===== config.mk =====
export PLATFORM = sky130hd
export DESIGN_NAME = sto_monitor
export DESIGN_NICKNAME = d
export VERILOG_FILES = /design/src/include/sto_pkg.sv /design/src/hw/sto_monitor.sv
export VERILOG_INCLUDE_DIRS = /design/src /design/src/include
export SDC_FILE = /design/constraint.sdc
export NUM_CORES = 1
export LEC_CHECK = 0
export BUFFER_PORTS_ARGS = -buffer_cell sky130_fd_sc_hd__buf_2
export CORE_MARGIN = 1.5
export CORE_UTILIZATION = 50
export DETAILED_ROUTE_END_ITERATION = 7
export PLACE_DENSITY = 0.8
export SLEW_MARGIN = 40
export SYNTH_ARGS = -nofsm -noshare
export SYNTH_HDL_FRONTEND = slang
export SYNTH_SLANG_ARGS = --single-unit

===== constraint.sdc =====
create_clock -name CLK -period 5.55 [get_ports CLK]
set_clock_uncertainty 0.2 [all_clocks]
set_input_delay 0.555 -clock CLK [delete_from_list [all_inputs] [get_ports CLK]]
set_output_delay 0.555 -clock CLK [all_outputs]
set_load 0.01 [all_outputs]

===== src/include/sto_defines.svh =====
// constants for the dual channel torque-off monitor
// What this block does
// RULE1 - config bit 8 enables dedicated input observation
// RULE2 - wiring versus config mismatch gives 4D/0001
// RULE3 - dedicated request during servo on gives 0002
// RULE4 - channel mismatch gives 0004 off, 0006 on
// RULE5 - errors clear only on controller reset
// RULE6 - power shut off by request gives A4/0001
// RULE7 - warning clears itself when cause ends
// RULE8 - report code, axis and sub-number
// RULE9 - communication error raises safety communication alarm
// RULE10 - brake channel disagreement raises alarm V07
// RULE11 - either alarm removes motor power
// RULE12 - brake request same cycle as accepted request
// RULE13 - programmable delay before power removal
// RULE14 - axis switch sampled at power-on, 0..F
// RULE15 - supply switch: 0 normal, 4 external stop
// RULE16 - configuration switches captured at power-on only
// RULE17 - safety device holds inputs 600 ms, chatter 1 ms; the mismatch check has no chatter filter, STO_CHATTER_CYC is unused
// RULE18 - two-stage synchroniser on each torque-off input
`ifndef STO_DEFINES_SVH
`define STO_DEFINES_SVH
`define STO_CFG_DEDICATED_BIT 8
`define STO_ERR_CODE 8'h4D
`define STO_WARN_CODE 8'hA4
`define STO_SUB_NONE 16'h0000
`define STO_SUB_WIRING 16'h0001
`define STO_SUB_ILLEGAL 16'h0002
`define STO_SUB_MISMATCH_OFF 16'h0004
`define STO_SUB_MISMATCH_ON 16'h0006
`define STO_SUB_SHUTOFF 16'h0001
`define STO_DISP_ERR 8'h05
`define STO_DISP_WARN 8'h53
`define STO_PSU_NORMAL 4'h0
`define STO_PSU_EXT_STOP 4'h4
`define STO_CLK_MHZ 250
`define STO_CHATTER_US 1000
`define STO_CHATTER_CYC ((`STO_CHATTER_US * `STO_CLK_MHZ))
`endif


===== src/include/sto_pkg.sv =====
// types shared by the torque-off monitor
package sto_pkg;
   // one alarm or warning report
   typedef struct packed {
      logic active; // report valid
      logic [7:0] code; // 4D or A4
      logic [3:0] axis; // axis index, 0 means first axis
      logic [15:0] sub; // detected factor
   } sto_report_s;
   // power-on switch settings
   typedef struct packed {
      logic [3:0] axis_sw; // axis number switch
      logic [3:0] psu_sw; // supply unit switch
      logic [15:0] cfg_word; // servo_func8_word
   } sto_straps_s;
   typedef enum logic [1:0] {STO_RUN, STO_WAIT, STO_OFF} sto_state_e;
endpackage


===== src/hw/sto_monitor.sv =====
// dual channel torque-off monitor with brake and shutoff sequencing
`timescale 1ns/100ps
`default_nettype none
`include "sto_defines.svh"
module sto_monitor #(
   parameter int DELAY_W = 16 // width of the shutoff delay count
) (
   input wire logic CLK, // 250 MHz clock
   input wire logic NRST, // async reset, active low
   input wire sto_pkg::sto_straps_s STRAPS, // switch banks, caught once
   input wire logic TORQUE_OFF_IN_A, // dedicated channel a, 1 = request
   input wire logic TORQUE_OFF_IN_B, // dedicated channel b, 1 = request
   input wire logic PLUG_PRESENT, // short-circuit plug fitted
   input wire logic SERVO_ON, // servo is switched on
   input wire logic NC_TORQUE_OFF_REQ, // controller torque-off request level
   input wire logic [DELAY_W-1:0] SHUTOFF_DELAY_TIME, // delay in cycles
   input wire logic CONTROLLER_RESET_CLEAR, // clear latched errors pulse
   input wire logic COMM_ERROR, // communication path error
   input wire logic BRAKE_CH_A, // brake channel a state
   input wire logic BRAKE_CH_B, // brake channel b state
   output logic BRAKE_REQ, // motor brake request
   output logic POWER_ENABLE, // motor power permitted
   output logic SAFETY_COMM_ALARM, // safety communication alarm
   output logic BRAKE_DIAG_ALARM, // brake circuit alarm V07
   output sto_pkg::sto_report_s ERROR_REPORT, // S05 report
   output sto_pkg::sto_report_s WARNING_REPORT, // S53 report
   output logic PSU_EXT_STOP, // supply set for external stop
   output logic PSU_SW_BAD // prohibited supply switch value
);
   import sto_pkg::*;

   // two-stage synchroniser state, one pair per channel
   logic [1:0] sync_a_reg; // channel a stages
   logic [1:0] sync_a_next; // channel a shifted in
   logic [1:0] sync_b_reg; // channel b stages
   logic [1:0] sync_b_next; // channel b shifted in
   // power-on capture of the switch banks
   logic captured_reg; // straps already taken
   logic captured_next; // set after the first edge
   sto_straps_s straps_reg; // held switch settings
   sto_straps_s straps_next; // settings to hold
   // latched error factor, zero means no error
   logic [15:0] err_sub_reg; // first detected factor
   logic [15:0] err_sub_next; // factor after this edge
   // sticky alarms of the diagnosis paths
   logic comm_alarm_reg; // safety communication alarm
   logic comm_alarm_next; // comm alarm after this edge
   logic brk_alarm_reg; // brake circuit alarm
   logic brk_alarm_next; // brake alarm after this edge
   // controller torque-off sequence
   sto_state_e state_reg; // run, wait or off
   sto_state_e state_next; // state after this edge
   logic [DELAY_W-1:0] cnt_reg; // remaining delay cycles
   logic [DELAY_W-1:0] cnt_next; // count after this edge
   logic shut_reg; // power removed by request
   logic shut_next; // shutoff after this edge
   // brake request held while the sequence runs
   logic brake_reg; // brake request flop
   logic brake_next; // brake request after this edge
   // decoded conditions, all but err_clear and err_base taken from registers
   logic a_s; // synchronised channel a
   logic b_s; // synchronised channel b
   logic ded_req; // both channels request
   logic dedicated; // dedicated observation on
   logic checking; // straps held, checks live
   logic err_clear; // reset command this cycle
   logic [15:0] err_base; // factor left after a clear
   logic warn_active; // torque-off warning cause present

   // choose a sub-number, keeps the first detected factor
   function automatic logic [15:0] pick(input logic [15:0] cur, input logic [15:0] cand);
      pick = (cur != `STO_SUB_NONE) ? cur : cand;
   endfunction

   // compare the held supply switch with one setting
   function automatic logic psu_is(input logic [3:0] sw, input logic [3:0] val);
      psu_is = (sw == val);
   endfunction

   // decoded conditions shared by the error and output logic
   always_comb begin
      // RULE18 only the second stage is read
      a_s = sync_a_reg[1];
      b_s = sync_b_reg[1];
      // both channels ask for torque off
      ded_req = a_s & b_s;
      // RULE1 config bit 8 selects observation
      dedicated = straps_reg.cfg_word[`STO_CFG_DEDICATED_BIT];
      // checks wait until the switches are held
      checking = captured_reg;
      // reset command from the controller
      err_clear = CONTROLLER_RESET_CLEAR;
      // a clear empties the slot before new factors
      if (err_clear) begin
         err_base = `STO_SUB_NONE;
      end else begin
         err_base = err_sub_reg;
      end
   end

   // RULE18 shift each raw input into its own two stages
   always_comb begin
      sync_a_next = {sync_a_reg[0], TORQUE_OFF_IN_A};
      sync_b_next = {sync_b_reg[0], TORQUE_OFF_IN_B};
   end

   // synchroniser registers, cleared to no request
   always_ff @(posedge CLK or negedge NRST) begin
      if (!NRST) begin
         sync_a_reg <= 2'h0;
         sync_b_reg <= 2'h0;
      end else begin
         sync_a_reg <= sync_a_next;
         sync_b_reg <= sync_b_next;
      end
   end

   // RULE16 take the switch banks once, on the first edge
   always_comb begin
      captured_next = 1'b1;
      if (captured_reg) begin
         // later switch changes are ignored
         straps_next = straps_reg;
      end else begin
         // first edge after reset release
         straps_next = STRAPS;
      end
   end

   // power-on capture registers
   always_ff @(posedge CLK or negedge NRST) begin
      if (!NRST) begin
         captured_reg <= 1'b0;
         straps_reg <= '0;
      end else begin
         captured_reg <= captured_next;
         straps_reg <= straps_next;
      end
   end

   // latched error factor, first detected factor wins
   always_comb begin
      // RULE5 only the reset command clears, set beats clear
      err_sub_next = err_base;
      if (checking) begin
         // RULE2 wiring disagrees with config
         if (dedicated == PLUG_PRESENT) begin
            err_sub_next = pick(err_base, `STO_SUB_WIRING);
         // RULE4 channel mismatch, servo state picks code
         end else if (dedicated && (a_s != b_s)) begin
            if (SERVO_ON) begin
               err_sub_next = pick(err_base, `STO_SUB_MISMATCH_ON);
            end else begin
               err_sub_next = pick(err_base, `STO_SUB_MISMATCH_OFF);
            end
         // RULE3 dedicated request during servo on
         end else if (dedicated && ded_req && SERVO_ON) begin
            err_sub_next = pick(err_base, `STO_SUB_ILLEGAL);
         end
      end
   end

   // error factor register, empty after reset
   always_ff @(posedge CLK or negedge NRST) begin
      if (!NRST) begin
         err_sub_reg <= `STO_SUB_NONE;
      end else begin
         err_sub_reg <= err_sub_next;
      end
   end

   // sticky alarms, cleared only by the reset command
   always_comb begin
      if (err_clear) begin
         // reset command drops both alarms
         comm_alarm_next = 1'b0;
         brk_alarm_next = 1'b0;
      end else begin
         // otherwise they hold
         comm_alarm_next = comm_alarm_reg;
         brk_alarm_next = brk_alarm_reg;
      end
      // RULE9 communication error raises the alarm
      if (COMM_ERROR) begin
         comm_alarm_next = 1'b1;
      end
      // RULE10 brake channels must agree
      if (BRAKE_CH_A != BRAKE_CH_B) begin
         brk_alarm_next = 1'b1;
      end
   end

   // alarm registers, quiet after reset
   always_ff @(posedge CLK or negedge NRST) begin
      if (!NRST) begin
         comm_alarm_reg <= 1'b0;
         brk_alarm_reg <= 1'b0;
      end else begin
         comm_alarm_reg <= comm_alarm_next;
         brk_alarm_reg <= brk_alarm_next;
      end
   end

   // controller torque-off sequence, next state
   always_comb begin
      state_next = state_reg;
      cnt_next = cnt_reg;
      shut_next = shut_reg;
      case (state_reg)
         STO_RUN: begin
            // RULE12 request accepted, delay loaded
            if (NC_TORQUE_OFF_REQ) begin
               state_next = STO_WAIT;
               cnt_next = SHUTOFF_DELAY_TIME;
            end
         end
         STO_WAIT: begin
            // RULE13 wait programmed delay then cut power
            if (!NC_TORQUE_OFF_REQ) begin
               // request withdrawn, abort
               state_next = STO_RUN;
            end else if (cnt_reg == '0) begin
               // delay spent, power goes
               state_next = STO_OFF;
               shut_next = 1'b1;
            end else begin
               // keep counting down
               cnt_next = cnt_reg - 1'b1;
            end
         end
         STO_OFF: begin
            // release when request withdrawn
            if (!NC_TORQUE_OFF_REQ) begin
               state_next = STO_RUN;
               shut_next = 1'b0;
            end
         end
         default: begin
            // unknown state, back to run
            state_next = STO_RUN;
            shut_next = 1'b0;
         end
      endcase
   end

   // sequence registers, idle after reset
   always_ff @(posedge CLK or negedge NRST) begin
      if (!NRST) begin
         state_reg <= STO_RUN;
         cnt_reg <= '0;
         shut_reg <= 1'b0;
      end else begin
         state_reg <= state_next;
         cnt_reg <= cnt_next;
         shut_reg <= shut_next;
      end
   end

   // RULE12 brake stays on while the sequence is away from run
   always_comb begin
      brake_next = NC_TORQUE_OFF_REQ | (state_next != STO_RUN);
   end

   // brake request register, released after reset
   always_ff @(posedge CLK or negedge NRST) begin
      if (!NRST) begin
         brake_reg <= 1'b0;
      end else begin
         brake_reg <= brake_next;
      end
   end

   // warning cause, power removed by a correct request
   always_comb begin
      // RULE6 controller shutoff or both dedicated channels
      // RULE7 warning follows cause, no reset needed
      warn_active = shut_reg | (ded_req & checking & (err_sub_reg == `STO_SUB_NONE));
   end

   // outputs
   always_comb begin
      // RULE12 brake follows request in its own cycle
      BRAKE_REQ = NC_TORQUE_OFF_REQ | brake_reg;
      SAFETY_COMM_ALARM = comm_alarm_reg;
      BRAKE_DIAG_ALARM = brk_alarm_reg;
      // RULE11 alarms, errors and requests remove power
      POWER_ENABLE = !(comm_alarm_reg | brk_alarm_reg | shut_reg | (ded_req & checking)
                       | (err_sub_reg != `STO_SUB_NONE));
      // RULE8 code, axis and factor of the error
      ERROR_REPORT.active = (err_sub_reg != `STO_SUB_NONE);
      ERROR_REPORT.code = `STO_ERR_CODE;
      // RULE14 axis index from power-on switch
      ERROR_REPORT.axis = straps_reg.axis_sw;
      ERROR_REPORT.sub = err_sub_reg;
      // RULE8 code, axis and factor of the warning
      WARNING_REPORT.active = warn_active;
      WARNING_REPORT.code = `STO_WARN_CODE;
      WARNING_REPORT.axis = straps_reg.axis_sw;
      if (warn_active) begin
         WARNING_REPORT.sub = `STO_SUB_SHUTOFF;
      end else begin
         WARNING_REPORT.sub = `STO_SUB_NONE;
      end
      // RULE15 supply switch decode, 0 and 4 allowed
      PSU_EXT_STOP = checking & psu_is(straps_reg.psu_sw, `STO_PSU_EXT_STOP);
      PSU_SW_BAD = checking & !psu_is(straps_reg.psu_sw, `STO_PSU_NORMAL)
                   & !psu_is(straps_reg.psu_sw, `STO_PSU_EXT_STOP);
   end
endmodule
`default_nettype wire


==> results.toml, run 1 <==
[outcome]
status = "finished clean"

[logic_synthesis]
synth.avg_cell_area_um2 = 10.4
synth_flop_cell = "dfrtp_1"
netlist_area_mm2 = 0.00277
synth_edf_count = 0
syn_inst = 265
synth_warnings = 0
ys_types = 54
async_reset_ff_frac = 1.00
seq_area_frac_synth = 0.471
ys_ff_latch = 52

[pwr]
p_leak_uw = 0.00146
vdd_drop_max_mv = 0.142
power.internal_uw = 575
powerDensity_mw_per_mm2 = 276
power.total_uw = 847
switching_share = 0.320
power.net_switching_uw = 271
seqPwrFrac = 0.542
clkPwrFrac = 0.264
p_comb_frac = 0.195

[critical_path]
rr_worst_depth = 6
end_kind = "flop"
max_stage_delay_ps = 570
worstSetupEndpoint = "cnt_reg[14]"
r2r-end = "cnt_reg[14]"
path_buf_inv = 1
cp.depth = 6
crit_arrival_ps = 2560
r2r-start = "cnt_reg[0]"
worstPathRequired_ps = 5550
crit_start = "cnt_reg[0]"
rrSetupSlack_ps = 2990
cp_cell_sequence = "inv_1 > ha_1 > or3b_2 > nor4_1 > nand3_1 > a32o_1"
cp_max_fo = 4
cp_slowest_cell = "nor4_1"
path_class = "flop to flop"
path_delay_family = "simple AND/OR/NAND/NOR gates"
startpoint_type = "flop"

[routing]
num_vias = 2131
via_per_inst = 5.42
antenna_left = 0
drt_iter0_markers = 113
wl_per_cell_um = 14.0
drc = 0
dr.pass1.iters = 4
wirelength_um = 5500

[global_route]
grt_use_total = 0.192
grt_max_degree = 53
grt_pass1_wl_um = 9170
grt_pass1_vias = 1961
antenna_found_initial = 0
grt.overflow.total = 0

[clock_tree]
cts.sinks = 52
cts_resized = 0
h-tree-depth = 2
ctsRootBufferMaster = "clkbuf_8"
cts_setup_buffers = 0
clock_latency_ps = 310
numCtsBuffers = 5
clk_path_buf_depth = 2
tritoncts = "built"
cts_hold_buf = 0
clkTransAtPathRegs_ps = 100

[timing]
rsz0062_at_grt = "no"
setup_ws_ps = 2990
relSlewSlack = 0.573
hold_viol = 0
min_period_ps = 2560
setup_viol = 0
fin_crit_sh = 0.461
worst_pin_slew_ps = 641
finalMaxSlewViolations = 0
setup_tns_ps = 0
max_freq_ghz = 0.391

[floorplan]
dieArea_mm2 = 0.00599
die_height_um = 77.4
rows = 26
die_w_um = 77.4
core-area_mm2 = 0.00520
ios = 115
start_util = 0.531

[place]
globalplace.congestion = 0.825
dpl.hpwl_um = 3930
place_ws_ps = 3060
port-buffer-count = 68

[cells_and_area]
antennaDiodeCount = 0
nNetsFinal = 375
drive_gt1_frac = 0.307
layout_common_cells = "68 x buf_2, 52 x dfrtp_1, 32 x conb_1, 18 x o21ai_0"
final_common_cell = "buf_2"
area_growth_pct = 11.1

[hold_path]
min_path_type = "primary input to asynchronous set/reset pin"

[job]
drv_cap = 0
[worst register-to-register path: stages, from the launching register on]
cell and delay, ps:
dfrtp_1 450, inv_1 100, ha_1 210, or3b_2 490, nor4_1 570, nand3_1 150, a32o_1 290
[routing by layer]
| layer | vias to the layer above | track usage | share of wire |
|---|---|---|---|
| met5 | - | 0 | 0 |
| met3 | 11 | 0.0353 | 0.050 |
| li1 | 1000 | - | - |
| met2 | 81 | 0.304 | 0.47 |
| met1 | 1039 | 0.258 | 0.46 |
| met4 | 0 | 0.0818 | 0.019 |
[cell type report]
| type | count | area (um2) |
|---|---|---|
| Clock buffer | 5 | 68.8 |
| Clock inverter | 3 | 22.5 |
| Fill cell | 481 | 2130 |
| Inverter | 8 | 32.5 |
| Multi-Input combinational cell | 186 | 1210 |
| Sequential cell | 52 | 1300 |
| Tap cell | 70 | 87.6 |
| Timing Repair Buffer | 69 | 348 |
[through the flow]
stage          hold WS [ps]  instance area [um2]  cells  utilization
2_1_floorplan          59.4                 2880    295            -
3_3_place_gp            134                 2980    385        0.572
3_5_place_dp            135                 2980    385        0.573
4_1_cts                 133                 3070    393        0.590
5_1_grt                 135                 3070    393        0.590
6_report                130                 3070    393        0.590
[Yosys cell counts (3+ instances only)]
master	number	area share
nor2_1	7	0.0095
nor3_1	5	0.0090
inv_1	7	0.0095
nand2_1	15	0.020
a2bb2oi_1	4	0.013
nand3_1	4	0.0072
mux2_2	8	0.033
clkbuf_1	7	0.0095
dfrtp_1	52	0.47
nor4_1	7	0.016
a21oi_1	9	0.016
nand4_1	3	0.0068
a31oi_1	4	0.0090
o31a_1	3	0.0095
o21ai_0	18	0.033
o2bb2ai_1	6	0.019
nor2b_1	16	0.036
buf_4	41	0.11
[logic make-up (layout without fill, tap and decap cells)]
| group | after synthesis | after routing | synth area share |
|---|---|---|---|
| xor gates and xnor gates | 2 | 2 | 0.00634 |
| muxes | 9 | 9 | 0.0362 |
| buffers and inverters | 57 | 85 | 0.134 |
| other | 2 | 32 | 0.00272 |
| AOI/OAI and AO/OA | 65 | 65 | 0.166 |
| DFF | 52 | 52 | 0.471 |
| adders and majority gates | 2 | 2 | 0.00905 |
| and+or+nand+nor | 76 | 76 | 0.176 |
[power by group through the flow]
stage	clock, uW	sequential [uW]	combinational [uW]
after CTS	228	457	166
after global placement	0	462	161
after floorplan	0	456	141
after detailed placement	0	465	166
after global routing	240	464	185
final	223	458	165
[worst min-delay path by stage]
stage / slack, ps / endpoint / cells after the start
after detailed placement: 130 / sync_b_reg[1] / 0
after global placement: 130 / sync_b_reg[1] / 0
after floorplan: 60 / BRAKE_DIAG_ALARM / 0
after CTS: 130 / sync_a_reg[0] / 1
final: 130 / err_sub_reg[15] / 2
after global routing: 130 / sync_a_reg[0] / 1
Note: power is estimated with default switching activity, not from simulation.
==> run 2: changes to the inputs <==
- CORE_UTILIZATION: 50 -> 48
- PLACE_DENSITY: 0.8 -> 0.77
- clock period: 5.55 -> 2.48 ns (I/O delays scaled with it)
==> run 2 against run 1 <==
Compared with the run above:
- total power grew 140%
- non-clock buffer count is 24 higher
- sequential power increased by 120%
- die area grew 4.0%
- critical path type unchanged
- wire length rose by 6.7%
- first-iteration DRC count rose by 49%
- fmax rose by 11%
==> results.toml, run 2 (synthesized netlist as in run 1, its figures left out) <==
[outcome]
status = "finished clean"

[critical_path]
crit_arrival_ps = 2300
worstPathRequired_ps = 2470
rrSetupSlack_ps = 180
crit_start = "cnt_reg[1]"
path_class = "flop to flop"
end_kind = "flop"
startpoint_type = "flop"
rr_worst_depth = 6
r2r-start = "cnt_reg[1]"
cp_max_fo = 4

[routing]
drc = 0
via_per_inst = 5.21
dr.pass1.iters = 4
drt_iter0_markers = 168
antenna_left = 0
wl_per_cell_um = 14.0
num_vias = 2183
wirelength_um = 5870

[clock_tree]
tritoncts = "built"
cts.sinks = 52
clkTransAtPathRegs_ps = 90
clock_latency_ps = 300
cts_setup_buffers = 0
numCtsBuffers = 5
h-tree-depth = 2
ctsRootBufferMaster = "clkbuf_8"
clk_path_buf_depth = 2

[floorplan]
dieArea_mm2 = 0.00623
start_util = 0.499
die_height_um = 78.9
ios = 115
die_w_um = 78.9
rows = 27
core-area_mm2 = 0.00554

[pwr]
vdd_drop_max_mv = 0.326
powerDensity_mw_per_mm2 = 610
p_leak_uw = 0.00157

[global_route]
grt_use_total = 0.197
grt.overflow.total = 0
grt_pass1_vias = 2043
grt_pass1_wl_um = 9690
antenna_found_initial = 0
grt_max_degree = 31

[timing]
setup_tns_ps = 0
rsz0062_at_grt = "no"
setup_ws_ps = 175
relSlewSlack = 0.630
worst_pin_slew_ps = 554
hold_viol = 0
min_period_ps = 2300
setup_viol = 0
max_freq_ghz = 0.434
fin_crit_sh = 0.929
finalMaxSlewViolations = 0

[cells_and_area]
drive_gt1_frac = 0.305
antennaDiodeCount = 0
area_growth_pct = 19.5
fin_cells = 419
fill_cells = 485
final_util = 0.596
layout_common_cells = "68 x buf_2, 52 x dfrtp_1, 32 x conb_1, 18 x o21ai_0, 16 x nor2b_1"
nNetsFinal = 399
final_common_cell = "buf_2"

[place]
dp_cells = 397
port-buffer-count = 68
dpl.hpwl_um = 4180
globalplace.congestion = 0.837
place_ws_ps = 209

[hold_path]
holdPathStages = 3
min_path_type = "primary input to flop"
hold_start = "SHUTOFF_DELAY_TIME[10]"

[job]
drv_cap = 0
run 2: what timing repair did:
action | CTS | global route
setup endpoints to repair | 0 | 2
endpoints found under the hold margin | 32 | 0
gates resized for setup | 0 | 0
hold buffers | 14 | 0
run 2: path summary, 6_finish.rpt:
kind	endpoint
setup reg to reg	cnt_reg[14]
hold reg to reg	sync_b_reg[1]
hold / removal	cnt_reg[10]
max in group asynchronous	cnt_reg[11]
setup / recovery	cnt_reg[14]
min in group asynchronous	err_sub_reg[12]
run 2: critical path, cell delays in order, from the launching register on:
cell and delay, ps:
dfrtp_1 430, inv_1 100, ha_1 200, or3b_2 470
nor4_1 390, nand3_1 130, a32o_1 290
run 2: metrics by stage:
step / total power [uW] / area [um2] / hold WS (ps)
after floorplan: 1330 / 2880 / -248
after global placement: 1420 / 3050 / 6.22
after detailed placement: 1430 / 3050 / 11.3
after CTS: 2030 / 3300 / 27.2
after global routing: 2140 / 3300 / 43.6
final: 2020 / 3300 / 35.2
run 2: where the power goes:
part	leakage, uW	internal, uW	total [uW]	switching (uW)
clock network	0.0000558	305	581	275
logic	0.000872	196	417	221
registers	0.000644	923	1020	96.9
run 2: cell type report:
type	count	area (um2)	share of cell area
inverters	8	32.5	0.00984
flip-flops and latches	52	1300	0.394
repair buffers	93	563	0.170
well taps	72	90.1	0.0273
clock inverters	2	38.8	0.0117
multi-input cells	186	1210	0.365
clock buffers	6	72.6	0.0220
run 2: metal layers:
layer | part of all wire | global-route usage | wire length (um)
met5 | 0 | 0 | 0
met1 | 0.44 | 0.268 | 2600
met2 | 0.49 | 0.325 | 2880
met4 | 0.013 | 0.0509 | 78
met3 | 0.053 | 0.0391 | 311
